## config.mk

```make
export PLATFORM = sky130hd
export DESIGN_NAME = dwuc_debug_watchdog_unlock_control
export DESIGN_NICKNAME = d
export VERILOG_FILES = /design/src/include/dwuc_pkg.sv /design/src/dwuc_debug_watchdog_unlock_control.sv
export SDC_FILE = /design/constraint.sdc
export NUM_CORES = 1
export LEC_CHECK = 0
export BUFFER_PORTS_ARGS = -buffer_cell sky130_fd_sc_hd__buf_4
export CELL_PAD_IN_SITES_DETAIL_PLACEMENT = 0
export CELL_PAD_IN_SITES_GLOBAL_PLACEMENT = 2
export CORE_MARGIN = 4
export CORE_UTILIZATION = 25
export CTS_CLUSTER_SIZE = 10
export DETAILED_ROUTE_END_ITERATION = 10
export PLACE_DENSITY = 0.54
export SLEW_MARGIN = 20
export SYNTH_ARGS = -nofsm -noshare
export SYNTH_HDL_FRONTEND = slang
export SYNTH_SLANG_ARGS = --single-unit
```

## constraint.sdc

```tcl
create_clock -name clk_i -period 3.6 [get_ports clk_i]
set_input_delay 0.36 -clock clk_i [delete_from_list [all_inputs] [get_ports clk_i]]
set_output_delay 0.36 -clock clk_i [all_outputs]
set_load 0.02 [all_outputs]
```

## src/include/dwuc_pkg.sv

```systemverilog
// Purpose: Shared constants and types of the debug watchdog unlock control.
// Assumes: One 50 MHz clock; battery power-on reset is the only reset.
// Notes: Times are kept in microseconds; cycle counts derive from the clock rate.
package dwuc_pkg;

  localparam int unsigned CLK_HZ = 50_000_000;
  localparam int unsigned CYC_PER_US = CLK_HZ / 1_000_000;

  // Normal-request timeout once the watchdog is armed
  localparam int unsigned NR_TIMEOUT_US = 75_000;
  localparam int unsigned NR_TIMEOUT_CYC = NR_TIMEOUT_US * CYC_PER_US;

  // Length of the reset pulse after a watchdog bite; plain default
  localparam int unsigned RST_HOLD_US = 1_000;
  localparam int unsigned RST_HOLD_CYC = RST_HOLD_US * CYC_PER_US;

  // Selectable watchdog periods; plain defaults
  localparam int unsigned WD_PERIOD0_US = 10_000;
  localparam int unsigned WD_PERIOD1_US = 50_000;
  localparam int unsigned WD_PERIOD2_US = 100_000;
  localparam int unsigned WD_PERIOD3_US = 200_000;
  localparam int unsigned WD_PERIOD0_CYC = WD_PERIOD0_US * CYC_PER_US;
  localparam int unsigned WD_PERIOD1_CYC = WD_PERIOD1_US * CYC_PER_US;
  localparam int unsigned WD_PERIOD2_CYC = WD_PERIOD2_US * CYC_PER_US;
  localparam int unsigned WD_PERIOD3_CYC = WD_PERIOD3_US * CYC_PER_US;

  localparam int unsigned CNT_W = 32;
  localparam int unsigned WD_SEL_W = 2;

  localparam logic BATT_FAIL_RST = 1'b1;
  localparam logic ARMED_RST = 1'b0;
  localparam logic [WD_SEL_W-1:0] WD_SEL_RST = 2'h0;

  typedef enum logic [1:0] {
    DWUC_NORMAL_REQ,
    DWUC_NORMAL,
    DWUC_SLEEP,
    DWUC_RESET
  } dwuc_mode_t;

endpackage

```

## src/dwuc_debug_watchdog_unlock_control.sv

```systemverilog
// Purpose: Mode and watchdog arming control of the debug variant of the basis chip.
// Assumes: SPI decoding is done outside; its events arrive as one-cycle pulses.
// Notes: The watchdog is disarmed after every battery power-on until software
//   reads the supply status register; arming can never be undone by software.
module dwuc_debug_watchdog_unlock_control
  import dwuc_pkg::*;
#(
  parameter int unsigned NR_TIMEOUT_CYC_P = NR_TIMEOUT_CYC,
  parameter int unsigned RST_HOLD_CYC_P = RST_HOLD_CYC,
  parameter int unsigned WD_PERIOD0_CYC_P = WD_PERIOD0_CYC,
  parameter int unsigned WD_PERIOD1_CYC_P = WD_PERIOD1_CYC,
  parameter int unsigned WD_PERIOD2_CYC_P = WD_PERIOD2_CYC,
  parameter int unsigned WD_PERIOD3_CYC_P = WD_PERIOD3_CYC
) (
  input wire logic clk_i,
  input wire logic rstn_i,
  input wire logic wdog_ctrl_wr_i,
  input wire logic [WD_SEL_W-1:0] wdog_period_sel_i,
  input wire logic status_rd_i,
  input wire logic sleep_cmd_i,
  input wire logic wake_i,
  output logic [1:0] mode_o,
  output logic main_regulator_on_o,
  output logic can_supply_regulator_on_o,
  output logic battery_switch_output_on_o,
  output logic can_term_vbat_o,
  output logic wdog_reset_o,
  output logic wdog_armed_o,
  output logic battery_fail_flag_o,
  output logic [WD_SEL_W-1:0] wdog_period_sel_o
);

  dwuc_mode_t mode;
  dwuc_mode_t next_mode;
  logic [CNT_W-1:0] tmr;
  logic armed;
  logic battery_fail_flag;
  logic [WD_SEL_W-1:0] wd_sel;
  logic tmr_expire;
  logic wd_expire;
  logic nr_expire;
  logic hold_expire;

  function automatic logic [CNT_W-1:0] wd_limit(input logic [WD_SEL_W-1:0] sel);
    logic [CNT_W-1:0] lim;
    lim = CNT_W'(WD_PERIOD0_CYC_P);
    case (sel)
      2'h0: lim = CNT_W'(WD_PERIOD0_CYC_P);
      2'h1: lim = CNT_W'(WD_PERIOD1_CYC_P);
      2'h2: lim = CNT_W'(WD_PERIOD2_CYC_P);
      default: lim = CNT_W'(WD_PERIOD3_CYC_P);
    endcase
    return lim;
  endfunction

  function automatic logic reached(input logic [CNT_W-1:0] cnt, input logic [CNT_W-1:0] lim);
    // Greater-or-equal so a count carried over into arming bites at once
    return (cnt >= lim - CNT_W'(1));
  endfunction

  always_comb begin
    wd_expire = (mode == DWUC_NORMAL) && reached(tmr, wd_limit(wd_sel));
    nr_expire = (mode == DWUC_NORMAL_REQ) && reached(tmr, CNT_W'(NR_TIMEOUT_CYC_P));
    hold_expire = (mode == DWUC_RESET) && reached(tmr, CNT_W'(RST_HOLD_CYC_P));
    tmr_expire = wd_expire || nr_expire || hold_expire;
  end

  // Sticky arm flag; no software path clears it
  always_ff @(posedge clk_i or negedge rstn_i) begin
    if (!rstn_i) begin
      armed <= ARMED_RST;
    end else if (status_rd_i) begin
      armed <= 1'b1;
    end
  end

  // Set only by battery power-on, so no set/clear race exists
  always_ff @(posedge clk_i or negedge rstn_i) begin
    if (!rstn_i) begin
      battery_fail_flag <= BATT_FAIL_RST;
    end else if (status_rd_i) begin
      battery_fail_flag <= 1'b0;
    end
  end

  // Period is taken from each trigger word in normal request or normal mode
  always_ff @(posedge clk_i or negedge rstn_i) begin
    if (!rstn_i) begin
      wd_sel <= WD_SEL_RST;
    end else if (wdog_ctrl_wr_i && (mode == DWUC_NORMAL_REQ || mode == DWUC_NORMAL)) begin
      wd_sel <= wdog_period_sel_i;
    end
  end

  always_comb begin
    next_mode = mode;
    case (mode)
      DWUC_NORMAL_REQ: begin
        if (wdog_ctrl_wr_i) begin
          next_mode = DWUC_NORMAL;
        end else if (nr_expire && armed) begin
          next_mode = DWUC_SLEEP;
        end
      end
      DWUC_NORMAL: begin
        // A bite outranks a sleep command issued in the same cycle
        if (wd_expire && armed) begin
          next_mode = DWUC_RESET;
        end else if (sleep_cmd_i) begin
          next_mode = DWUC_SLEEP;
        end
      end
      DWUC_SLEEP: begin
        if (wake_i) begin
          next_mode = DWUC_NORMAL_REQ;
        end
      end
      DWUC_RESET: begin
        if (hold_expire) begin
          next_mode = DWUC_NORMAL_REQ;
        end
      end
      default: next_mode = DWUC_NORMAL_REQ;
    endcase
  end

  always_ff @(posedge clk_i or negedge rstn_i) begin
    if (!rstn_i) begin
      mode <= DWUC_NORMAL_REQ;
    end else begin
      mode <= next_mode;
    end
  end

  // One timer serves the normal-request timeout, the watchdog and the reset hold
  always_ff @(posedge clk_i or negedge rstn_i) begin
    if (!rstn_i) begin
      tmr <= '0;
    end else if (next_mode != mode) begin
      tmr <= '0;
    end else if (mode == DWUC_NORMAL && wdog_ctrl_wr_i) begin
      tmr <= '0;
    end else if (tmr_expire) begin
      // Unarmed expiry just restarts the count; no reset, no sleep
      tmr <= '0;
    end else if (mode != DWUC_SLEEP) begin
      tmr <= tmr + CNT_W'(1);
    end
  end

  always_comb begin
    mode_o = mode;
    main_regulator_on_o = (mode != DWUC_SLEEP);
    can_supply_regulator_on_o = (mode == DWUC_NORMAL);
    battery_switch_output_on_o = 1'b0;
    can_term_vbat_o = (mode != DWUC_NORMAL);
    wdog_reset_o = (mode == DWUC_RESET);
    wdog_armed_o = armed;
    battery_fail_flag_o = battery_fail_flag;
    wdog_period_sel_o = wd_sel;
  end
endmodule // dwuc_debug_watchdog_unlock_control

```

-- After elaboration in Yosys (flattened, before gate mapping)
Cells that the tools add are included.
- flip-flop bits (word level): 38
- word-level logic and storage cells: 43
- bits of input ports: 8
- output and inout bits: 11
- reduce and logical (&&, ||, !) cells: 13
- eq/ne operators: 8
- mux-type cells: 12
- $lt $le $gt $ge: 3
- add/sub/neg operators: 2
- operators by type and width (operator ; count):
    32-bit two-way mux ; 4
    24-bit case mux with 3 select lines ; 1
    32-bit by 1-bit adder with 32-bit output, second input constant ; 1
    32-bit by 16-bit >= comparator with 1-bit output, second input constant ; 1
    32-bit by 22-bit >= comparator with 1-bit output, second input constant ; 1
    32-bit >= comparator ; 1
    32-bit by 1-bit subtractor with 32-bit output, second input constant ; 1
    2-bit two-way mux ; 6
    2-bit case mux with 4 select lines ; 1
    1-bit logical AND ; 7
    2-bit equality test, second input constant ; 3
    2-bit by 1-bit equality test with 1-bit output, second input constant ; 2
    2-bit logical NOT ; 2
    4-bit nonzero test ; 1
    1-bit logical OR ; 3
    2-bit by 1-bit != test with 1-bit output, second input constant ; 1
    2-bit != test ; 1
    2-bit != test, second input constant ; 1

-- Longest topological paths before layout
Gate-level depths: netlist (run 1).
- word-level depth: 10
- gate-level depth with buffers: 14

-- Worst setup path before layout (run 1)
No wires, ideal clock.
- path type: register to register
- start point: register wd_sel[0] (netlist: wdog_period_sel_o[0])
- end point: register tmr[22]
- buffers on the path: 1
- stages on the path, launching flop included: 15
- data arrival time: 2.934 ns
- period minus slack after synthesis: 3.006 ns
- slack: 0.594 ns
- path through: dfrtp_1 inv_1 ha_1 nor2_1 nor2_1 inv_1 ha_1 a21o_1 a21o_1 a221oi_1 a311oi_1 nor4_1 o211ai_2 buf_6 nor2_1
- longest elaborated chain between the ends: 10
- RTL lines (element ; line ; RTL):
    start, declared ; dwuc_debug_watchdog_unlock_control.sv:38 ; logic [WD_SEL_W-1:0] wd_sel;
    start signal, assigned ; dwuc_debug_watchdog_unlock_control.sv:91 ; wd_sel <= wdog_period_sel_i;
    2-bit equality test (tied with other cells) ; dwuc_debug_watchdog_unlock_control.sv:47 ; case (sel)
    24-bit case mux with 3 select lines (*) ; dwuc_debug_watchdog_unlock_control.sv:47 ;
    32-bit by 1-bit subtractor with 32-bit output (*) ; dwuc_debug_watchdog_unlock_control.sv:58 ; return (cnt >= lim - CNT_W'(1));
    32-bit >= comparator (*) ; dwuc_debug_watchdog_unlock_control.sv:58 ;
    1-bit logical AND (*) ; dwuc_debug_watchdog_unlock_control.sv:62 ; wd_expire = (mode == DWUC_NORMAL) && reached(tmr, wd_limit(wd_sel));
    1-bit logical AND or 1-bit logical OR (tied branches) ; dwuc_debug_watchdog_unlock_control.sv:107, dwuc_debug_watchdog_unlock_control.sv:65 ;
    2-bit two-way mux or 1-bit logical OR (tied branches) ; dwuc_debug_watchdog_unlock_control.sv:107, dwuc_debug_watchdog_unlock_control.sv:65 ;
    2-bit case mux with 4 select lines or 32-bit two-way mux (tied branches) ; dwuc_debug_watchdog_unlock_control.sv:97, dwuc_debug_watchdog_unlock_control.sv:143 ;
    2-bit != test or 32-bit two-way mux (tied branches) ; dwuc_debug_watchdog_unlock_control.sv:139, dwuc_debug_watchdog_unlock_control.sv:141 ;
    4-bit nonzero test (no source line) or 32-bit two-way mux (tied branches) ; - ;
    end signal, assigned ; dwuc_debug_watchdog_unlock_control.sv:147 ; tmr <= tmr + CNT_W'(1);
    end, declared ; dwuc_debug_watchdog_unlock_control.sv:35 ; logic [CNT_W-1:0] tmr;
Every way passes the cells marked *; elsewhere a longest branch is shown, timed or not.
A chain may end at the register's enable or synchronous reset.

-- Final worst setup path (run 1)
- start point: register wd_sel[0] (netlist: wdog_period_sel_o[0])
- end point: register tmr[3]
The elaborated chain is that of the path after synthesis.

==> flow_metrics.tcl, run 1 <==
set metrics [dict create \
    status "completed" \
    worstSetupPathType "register to register" \
    cts.sinks 38 \
    ys_seq_elements 38 \
    synth_common_cells "nor2_1, dfrtp_1, nand2_1" \
    ioPinCount 19 \
    io_buffers 17 \
    p_per_area_nw_per_um2 557 \
    drcViolationCount 0 \
    path_max_fanout 21 \
    cts_buffer_depth 2 \
    dp_hpwl_um 5500 \
    cts_resized 0 \
    required_ps 3830 \
    rows 37 \
    htree_levels 2 \
    startpoint "wdog_period_sel_o[0]$_DFFE_PN0P_" \
    vias 2239 \
    overflow 0 \
    wl_per_cell_um 15.5 \
    via_per_inst 4.71 \
    rsz0062_at_grt "false" \
    clk_pin_slew_worst_paths_ps 90 \
    placed_area_um2 3010 \
    postCtsSetupBuffers 0 \
    start_util 0.260 \
    layout.nets 373 \
    gp_congestion 0.771 \
    drive_gt1_frac 0.133 \
    synth_fp_nets 351 \
    hold_violations 0 \
    antenna_found_initial 0 \
    setup_tns_ps 0 \
    synth-seq-area-share 0.350 \
    dr.max_layer_used "met4" \
    wl_met3_um 118 \
    startpoint_type "register" \
    rr_worst_depth 14 \
    r2r_setup_slack_ps 350 \
    tightest_slew_ps 544 \
    coreArea_um2 10500 \
    grt_use_total 0.123 \
    r2r-end "tmr[3]$_DFFE_PN0P_" \
    first_pass_iters 4 \
    cts_tree "built" \
    syn_to_final_growth_pct 15.7 \
    syn-cell-area_um2 2720 \
    synth_top_area_frac 0.340 \
    fmax_mhz 307 \
    route.met2.wl_um 3520 \
    min_path_type "input pin to async pin" \
    netlist_instances 316 \
    endpoint_kind "register" \
    post-route-min-period_ps 3250 \
    place_ws_ps 271 \
    cap_violations 0 \
    fin_skew_ps 9.27 \
    async_reset_ff_frac 1.00 \
    grt_max_degree 39 \
    rr_startpoint "wdog_period_sel_o[0]$_DFFE_PN0P_" \
    wl_um 7370 \
    drv_slew 0 \
    total_leakage_power_nw 1.42 \
    fin_crit_sh 0.904 \
    finalWorstSetupSlack_ps 346 \
    synthTopCellsByArea "dfrtp_1, ha_1, nor2_1" \
    setup_viol 0 \
    holdBufCountCts 0 \
    synth_edf_count 0 \
    crit_arrival_ps 3480 \
    antennaDiodeCount 0 \
    synth.avg_cell_area_um2 8.62 \
    die_h_um 112 \
    yosysUniqueCellTypes 50 \
    slew_headroom 0.637 \
    yosysMostFrequentCell "nor2_1" \
    die_w_um 112 \
    ys_warn_count 0 \
    grt_pass1_wl_um 12200 \
    met1_length_um 3680 \
    detail-route-antenna-nets 0 \
    dieArea_um2 12600 \
    synthFlopType "dfrtp_1" \
    fin_area_um2 3150 \
    cts_root_buf "clkbuf_8" \
    insertion_delay_ps 300 \
    cts_buffers 5 \
    drt_iter0_markers 83 \
    synth_top_area_cell "dfrtp_1" \
    vdd_ir_drop_max_mv 0.257 \
    grt_pass1_vias 2261 \
]
[kinds of logic after synthesis]
| logic type | Yosys count | synth area share |
|---|---|---|
| AO/OA/AOI/OAI | 44 | 0.108 |
| XOR/XNOR | 28 | 0.0901 |
| adder cells (fa/ha/maj) | 27 | 0.124 |
| buffers and inverters | 27 | 0.0469 |
| flip-flops | 38 | 0.350 |
| other | 1 | 0.00138 |
| AND/OR/NAND/NOR | 151 | 0.279 |
[worst max-delay path, cell delays in order, from the launching register on]
cell      delay (ps)
dfrtp_1          440
inv_1            210
ha_1             190
nor2_1            50
nor2_1           200
inv_1             70
ha_1             280
a21o_1           180
a21o_1           170
a221oi_1         350
a311oi_1         190
nor4_2           370
o211ai_2         120
buf_4            230
nor2_1           130
[power by group]
part           total [W]  internal [W]  leakage (nW)  switching (W)
combinational   0.000808      0.000277         0.844       0.000530
clock           0.000451      0.000278        0.0683       0.000173
sequential      0.000496      0.000460         0.513      0.0000356
[cells in the final DEF (no fill, tap or decap), types with 10 or more instances in the layout]
cell     synthesis  layout
nor2_1          57      57
dfrtp_1         37      37
nand2_1         28      28
ha_1            27      27
buf_4            1      22
nand3_1         21      21
inv_1           20      20
xnor2_1         15      15
xor2_1          13      13
o21ai_0         10      10
[through the flow]
| step | power [W] | utilization | instances | hold slack, ps |
|---|---|---|---|---|
| after floorplan | 0.00106 | - | 316 | 64.4 |
| after global placement | 0.00133 | 0.287 | 467 | 396 |
| after detailed placement | 0.00133 | 0.287 | 467 | 393 |
| after CTS | 0.00179 | 0.300 | 475 | 65.7 |
| after global routing | 0.00193 | 0.301 | 475 | 65.1 |
| final | 0.00175 | 0.301 | 475 | 39.4 |
[registers in the layout, summed over array words and instances (netlist names)]
register	count
wdog_armed_o	1
mode_o	2
tmr	32
battery_fail_flag_o	1
wdog_period_sel_o	2
[area by class of cell]
type,instances,area (um^2)
clock buffers,5,68.8
repair buffers,22,165
multi-input cells,251,1650
fillers,1159,7310
flip-flops and latches,38,952
inverters,20,75.1
well taps,136,170
clock inverters,3,68.8
[per-layer routing]
metal / up-vias / track usage
li1: 1142 / -
met1: 1082 / 0.169
met2: 11 / 0.199
met3: 4 / 0.0243
met4: 0 / 0.0272
met5: - / 0
[worst max path at each step]
stage,endpoint,slack (ps),cells past startpoint
floorplan,tmr[22]$_DFFE_PN0P_,590,14
global placement,tmr[5]$_DFFE_PN0P_,360,14
detailed placement,tmr[3]$_DFFE_PN0P_,270,14
CTS,tmr[3]$_DFFE_PN0P_,250,14
global route,tmr[2]$_DFFE_PN0P_,90,14
finish,tmr[3]$_DFFE_PN0P_,350,14
(Power assumes the default switching activity.)
==> run 2: changes to the inputs <==
--- a/config.mk
+++ b/config.mk
@@ -13,6 +13,7 @@
 export CTS_CLUSTER_SIZE = 10
 export DETAILED_ROUTE_END_ITERATION = 10
 export PLACE_DENSITY = 0.54
+export SKIP_CTS_REPAIR_TIMING = 1
 export SLEW_MARGIN = 20
 export SYNTH_ARGS = -nofsm -noshare
 export SYNTH_HDL_FRONTEND = slang
==> constraint.sdc (replaced) <==
create_clock -name clk_i -period 3.2 [get_ports clk_i]
set_input_delay 0.32 -clock clk_i [delete_from_list [all_inputs] [get_ports clk_i]]
set_output_delay 0.32 -clock clk_i [all_outputs]
set_load 0.02 [all_outputs]
==> flow_metrics.tcl, run 2 (synthesis results as in run 1) <==
set metrics [dict create \
    status "completed" \
    rr_worst_depth 13 \
    first_pass_iters 4 \
    cts_buffers 5 \
    p_sw_frac 0.425 \
    cts_buffer_depth 2 \
    multi_input_area_um2 1660 \
    drv_slew 0 \
    cts_tree "built" \
    setup_viol 0 \
    route.met2.wl_um 3390 \
    power_frac_comb 0.508 \
    crit_arrival_ps 3160 \
    totalPowerFinal_w 0.00199 \
    final_common_cell "nor2_1" \
    dr.max_layer_used "met4" \
    antennaDiodeCount 0 \
    path_max_fanout 5 \
    fin_crit_sh 0.921 \
    dp_hpwl_um 5530 \
    worstSetupPathType "register to register" \
    htree_levels 2 \
    min_path_type "input pin to async pin" \
    slew_headroom 0.584 \
    fin_skew_ps 5.96 \
    switchingPower_w 0.000846 \
    post-route-min-period_ps 2950 \
    rows 37 \
    cts_root_buf "clkbuf_8" \
    tightest_slew_ps 623 \
    vdd_ir_drop_max_mv 0.198 \
    drive_gt1_frac 0.165 \
    grt_pass1_wl_um 12400 \
    rsz0062_at_grt "false" \
    met1_length_um 3700 \
    cts.sinks 38 \
    syn_to_final_growth_pct 17.3 \
    die_h_um 112 \
    vias 2275 \
    p_clk_frac 0.209 \
    wl_um 7330 \
    wl_per_cell_um 15.2 \
    startpoint_type "register" \
    gp_congestion 0.757 \
    power_frac_seq 0.282 \
    drt_iter0_markers 107 \
    endpoint_kind "register" \
    cap_violations 0 \
    hold_violations 0 \
    final_cells 481 \
    detail-route-antenna-nets 0 \
    cell_internal_pwr_w 0.00114 \
    grt_max_degree 39 \
    place_ws_ps -3.76 \
    p_per_area_nw_per_um2 623 \
    finalWorstSetupSlack_ps 254 \
    die_w_um 112 \
    cpMaxStageDelayCell "dfrtp_2" \
    layout_common_cells "nor2_1, dfrtp_1, nand2_1, ha_1, buf_4" \
    max_stage_delay_ps 450 \
    required_ps 3410 \
    total_leakage_power_nw 1.45 \
    dp.cells 471 \
    layout.nets 379 \
    start_util 0.260 \
    antenna_found_initial 0 \
    fmax_mhz 339 \
    drcViolationCount 0 \
    seq_area_um2 953 \
    worstPathCellList "buf_4 -> ha_1 -> nor2_1 -> inv_1 -> ha_1 -> a21o_1 -> a21o_1 -> a221oi_2 -> a311oi_2 -> nor4_2 -> o21ai_1 -> buf_4 -> a31oi_1" \
    io_buffers 17 \
    overflow 0 \
    setup_tns_ps 0 \
    grt_use_total 0.124 \
    fill_cells 1153 \
    insertion_delay_ps 290 \
    grt_pass1_vias 2324 \
    coreArea_um2 10500 \
    ioPinCount 19 \
    wl_met3_um 177 \
    dieArea_um2 12600 \
    largest-register "tmr" \
    holdWs_ps 12.0 \
    clk_pin_slew_worst_paths_ps 80 \
    via_per_inst 4.73 \
    largest_reg_flops 32 \
]
[run 2: cell count changes in the layout (fill, tap and decap cells not counted), sizes merged]
cell,change
buf,+6
bufinv,-1
clkinv,+1
[run 2: layer usage]
layer,track usage,vias up
met3,0.0210,7
met4,0.0264,0
met1,0.172,1095
li1,-,1153
met2,0.202,20
met5,0,-
[run 2: final timing paths]
path,startpoint,slack (ps),end
setup / recovery,wdog_period_sel_o[1]$_DFFE_PN0P_,250,tmr[4]$_DFFE_PN0P_
min in group clk_i,status_rd_i,140,battery_fail_flag_o$_DFFE_PN1P_
hold reg to reg,battery_fail_flag_o$_DFFE_PN1P_,490,battery_fail_flag_o$_DFFE_PN1P_
max in group asynchronous,rstn_i,2800,wdog_period_sel_o[1]$_DFFE_PN0P_
setup reg to reg,wdog_period_sel_o[1]$_DFFE_PN0P_,250,tmr[4]$_DFFE_PN0P_
hold / removal,rstn_i,10,tmr[20]$_DFFE_PN0P_
[run 2: layout make-up]
cell class / instances / share of cell area
multi-input cells: 251 / 0.521
clock buffers: 5 / 0.0215
clock inverters: 3 / 0.0125
flip-flops and latches: 38 / 0.298
inverters: 20 / 0.0235
well taps: 136 / 0.0533
repair buffers: 28 / 0.0697
[run 2: power groups by stage]
stage	logic [W]	clock network [W]	registers (W)
6_report	0.00101	0.000416	0.000562
5_1_grt	0.00116	0.000457	0.000567
4_1_cts	0.00100	0.000433	0.000560
3_5_place_dp	0.000995	0	0.000569
3_3_place_gp	0.00101	0	0.000570
2_1_floorplan	0.000596	0	0.000596
[run 2: stage by stage]
step | cell area (um^2) | util
6_report | 3190 | 0.305
5_1_grt | 3190 | 0.305
4_1_cts | 3160 | 0.302
3_5_place_dp | 3050 | 0.291
3_3_place_gp | 3050 | 0.291
2_1_floorplan | 2720 | -
[run 2: critical path, delay by kind of cell (launching register included)]
kind	cells	cell delay (ps)
adders and majority gates	2	470
AOI/OAI and AO/OA	6	1080
and+or+nand+nor	2	490
DFF	1	450
buffers and inverters	3	380
==> run 3: changes to the inputs <==
--- a/config.mk
+++ b/config.mk
@@ -5,14 +5,13 @@
 export SDC_FILE = /design/constraint.sdc
 export NUM_CORES = 1
 export LEC_CHECK = 0
+export ABC_AREA = 1
 export BUFFER_PORTS_ARGS = -buffer_cell sky130_fd_sc_hd__buf_4
-export CELL_PAD_IN_SITES_DETAIL_PLACEMENT = 0
-export CELL_PAD_IN_SITES_GLOBAL_PLACEMENT = 2
 export CORE_MARGIN = 4
 export CORE_UTILIZATION = 25
 export CTS_CLUSTER_SIZE = 10
 export DETAILED_ROUTE_END_ITERATION = 10
-export PLACE_DENSITY = 0.54
+export PLACE_DENSITY = 0.46
 export SKIP_CTS_REPAIR_TIMING = 1
 export SLEW_MARGIN = 20
 export SYNTH_ARGS = -nofsm -noshare
==> flow_metrics.tcl, run 3 <==
set metrics [dict create \
    start_util 0.259 \
    layout.nets 460 \
    cts.sinks 38 \
    first_pass_iters 7 \
    placed_area_um2 3280 \
    rsz0062_at_grt "false" \
    cpMaxStageDelayCell "dfrtp_1" \
    synthFlopType "dfrtp_1" \
    path_common_cell "nand2_1" \
    synth_xor_area_frac 0.0146 \
    grt_use_total 0.108 \
    slew_headroom 0.656 \
    fin_area_um2 3450 \
    antennaDiodeCount 0 \
    ys_warn_count 0 \
    yosysMostFrequentCell "nand2_1" \
    netlist_instances 406 \
    synth_top_area_frac 0.308 \
    worst-path-buf-inv 3 \
    largest-register "tmr" \
    synth.avg_cell_area_um2 7.41 \
    cts_buffers 5 \
    synth_common_cells "nand2_1, nor2_1, inv_1" \
    seq_area_um2 952 \
    cts_root_buf "clkbuf_16" \
    fill_cells 1262 \
    startpoint_type "register" \
    dieArea_um2 13900 \
    p_per_area_nw_per_um2 575 \
    synth_edf_count 0 \
    final_cells 569 \
    fmax_mhz 350 \
    htree_levels 2 \
    synth_compound_area_frac 0.0470 \
    syn_to_final_growth_pct 14.8 \
    vias 2510 \
    multi_input_area_um2 1790 \
    overflow 0 \
    wl_um 7120 \
    worstPathCellList "inv_1 -> ha_1 -> o21ai_0 -> inv_1 -> ha_1 -> nand2_1 -> nor2_1 -> nand2_1 -> nand2_1 -> nand2_1 -> nand3_1 -> nand2_1 -> nand2_2 -> nand3_2 -> nand3_1 -> nand2_1 -> inv_2 -> nand2_4 -> a21oi_1" \
    cts_tree "built" \
    drcViolationCount 0 \
    synth-adder-area-share 0.112 \
    detail-route-antenna-nets 0 \
    cts_buffer_depth 2 \
    status "completed" \
    place_ws_ps 330 \
    largest_reg_flops 32 \
    via_per_inst 4.41 \
    wl_per_cell_um 12.5 \
    synth_top_family_by_area "simple AND/OR/NAND/NOR gates" \
    dp.cells 561 \
    fin_skew_ps 6.66 \
    required_ps 3400 \
    drt_iter0_markers 119 \
    post-route-min-period_ps 2860 \
    dp_hpwl_um 5490 \
    gp_congestion 0.786 \
    total_leakage_power_nw 1.71 \
    yosysUniqueCellTypes 37 \
    cap_violations 0 \
    min_path_type "input pin to async pin" \
    setup_tns_ps 0 \
    ioPinCount 19 \
    insertion_delay_ps 280 \
    path_max_fanout 25 \
    tightest_slew_ps 516 \
    grt_pass1_vias 2496 \
    crit_arrival_ps 3060 \
    layout_common_cells "nand2_1, nor2_1, inv_1, dfrtp_1, nand3_1" \
    worstSetupPathType "register to register" \
    grt_max_degree 39 \
    die_h_um 118 \
    antenna_found_initial 0 \
    crit_family "simple AND/OR/NAND/NOR gates" \
    endpoint_kind "register" \
    die_w_um 118 \
    ys_seq_elements 38 \
    finalWorstSetupSlack_ps 344 \
    final_common_cell "nand2_1" \
    grt_pass1_wl_um 12300 \
    drv_slew 0 \
    synthTopCellsByArea "dfrtp_1, nand2_1, ha_1" \
    syn-cell-area_um2 3010 \
    vdd_ir_drop_max_mv 0.741 \
    rows 39 \
    clk_pin_slew_worst_paths_ps 60 \
    fin_crit_sh 0.893 \
    setup_viol 0 \
    drive_gt1_frac 0.204 \
    yosys.area_share.simple 0.421 \
    totalPowerFinal_w 0.00199 \
    synth_top_area_cell "dfrtp_1" \
    synth-seq-area-share 0.317 \
    synthMuxAreaShare 0 \
    coreArea_um2 11600 \
    async_reset_ff_frac 1.00 \
    hold_violations 0 \
    io_buffers 17 \
    synth_fp_nets 441 \
    max_stage_delay_ps 450 \
]
-- run 3: path summary, 6_finish.rpt --
path,depth (start not counted),start,to,slack (ps)
worst max-delay path,19,wdog_period_sel_o[1]$_DFFE_PN0P_,tmr[4]$_DFFE_PN0P_,340
worst min-delay path,1,rstn_i,tmr[30]$_DFFE_PN0P_,10
worst max register to register,19,wdog_period_sel_o[1]$_DFFE_PN0P_,tmr[4]$_DFFE_PN0P_,340
worst min register to register,2,battery_fail_flag_o$_DFFE_PN1P_,battery_fail_flag_o$_DFFE_PN1P_,440
max in group asynchronous,1,rstn_i,tmr[8]$_DFFE_PN0P_,2830
min in group clk_i,2,status_rd_i,battery_fail_flag_o$_DFFE_PN1P_,150
-- run 3: worst reg2reg max path, stage by stage, from the launching register on --
cell	delay, ps
dfrtp_1	450
inv_1	140
ha_1	230
o21ai_0	250
inv_1	80
ha_1	270
nand2_1	50
nor2_1	80
nand2_1	60
nand2_1	80
nand2_1	50
nand3_1	90
nand2_1	70
nand2_2	90
nand3_2	110
nand3_1	90
nand2_1	60
inv_2	60
nand2_4	240
a21oi_1	230
-- run 3: power breakdown --
| group | total [W] | switching, W | internal, W | leakage [nW] |
|---|---|---|---|---|
| Clock | 0.000584 | 0.000216 | 0.000368 | 0.0760 |
| Sequential | 0.000563 | 0.0000499 | 0.000513 | 0.512 |
| Combinational | 0.000840 | 0.000583 | 0.000258 | 1.12 |
| Total | 0.00199 | 0.000848 | 0.00114 | 1.71 |
-- run 3: final cells by class --
class	count	share of cell area
sequential	38	0.276
clock buffer	5	0.0362
inverter	54	0.0587
tap	143	0.0518
timing repair buffer	19	0.0449
clock inverter	3	0.0130
multi-input combinational	307	0.519
-- run 3: cell families after synthesis --
group	count (synthesis)
xor+xnor	5
buf+inv	61
other cells	1
fa+ha+maj	27
compound gates	26
simple gates	248
flops	38
-- run 3: metrics by stage --
step                utilization  hold slack [ps]
finish                    0.297             9.80
floorplan                     -             24.4
global route              0.297             55.2
global placement          0.283              338
detailed placement        0.283              341
CTS                       0.297             31.2
-- run 3: routing by layer --
| metal | GRT usage | wire (um) |
|---|---|---|
| met4 | 0.0220 | 58 |
| met3 | 0.0187 | 188 |
| met2 | 0.175 | 3190 |
| met1 | 0.151 | 3680 |
| met5 | 0 | 0 |
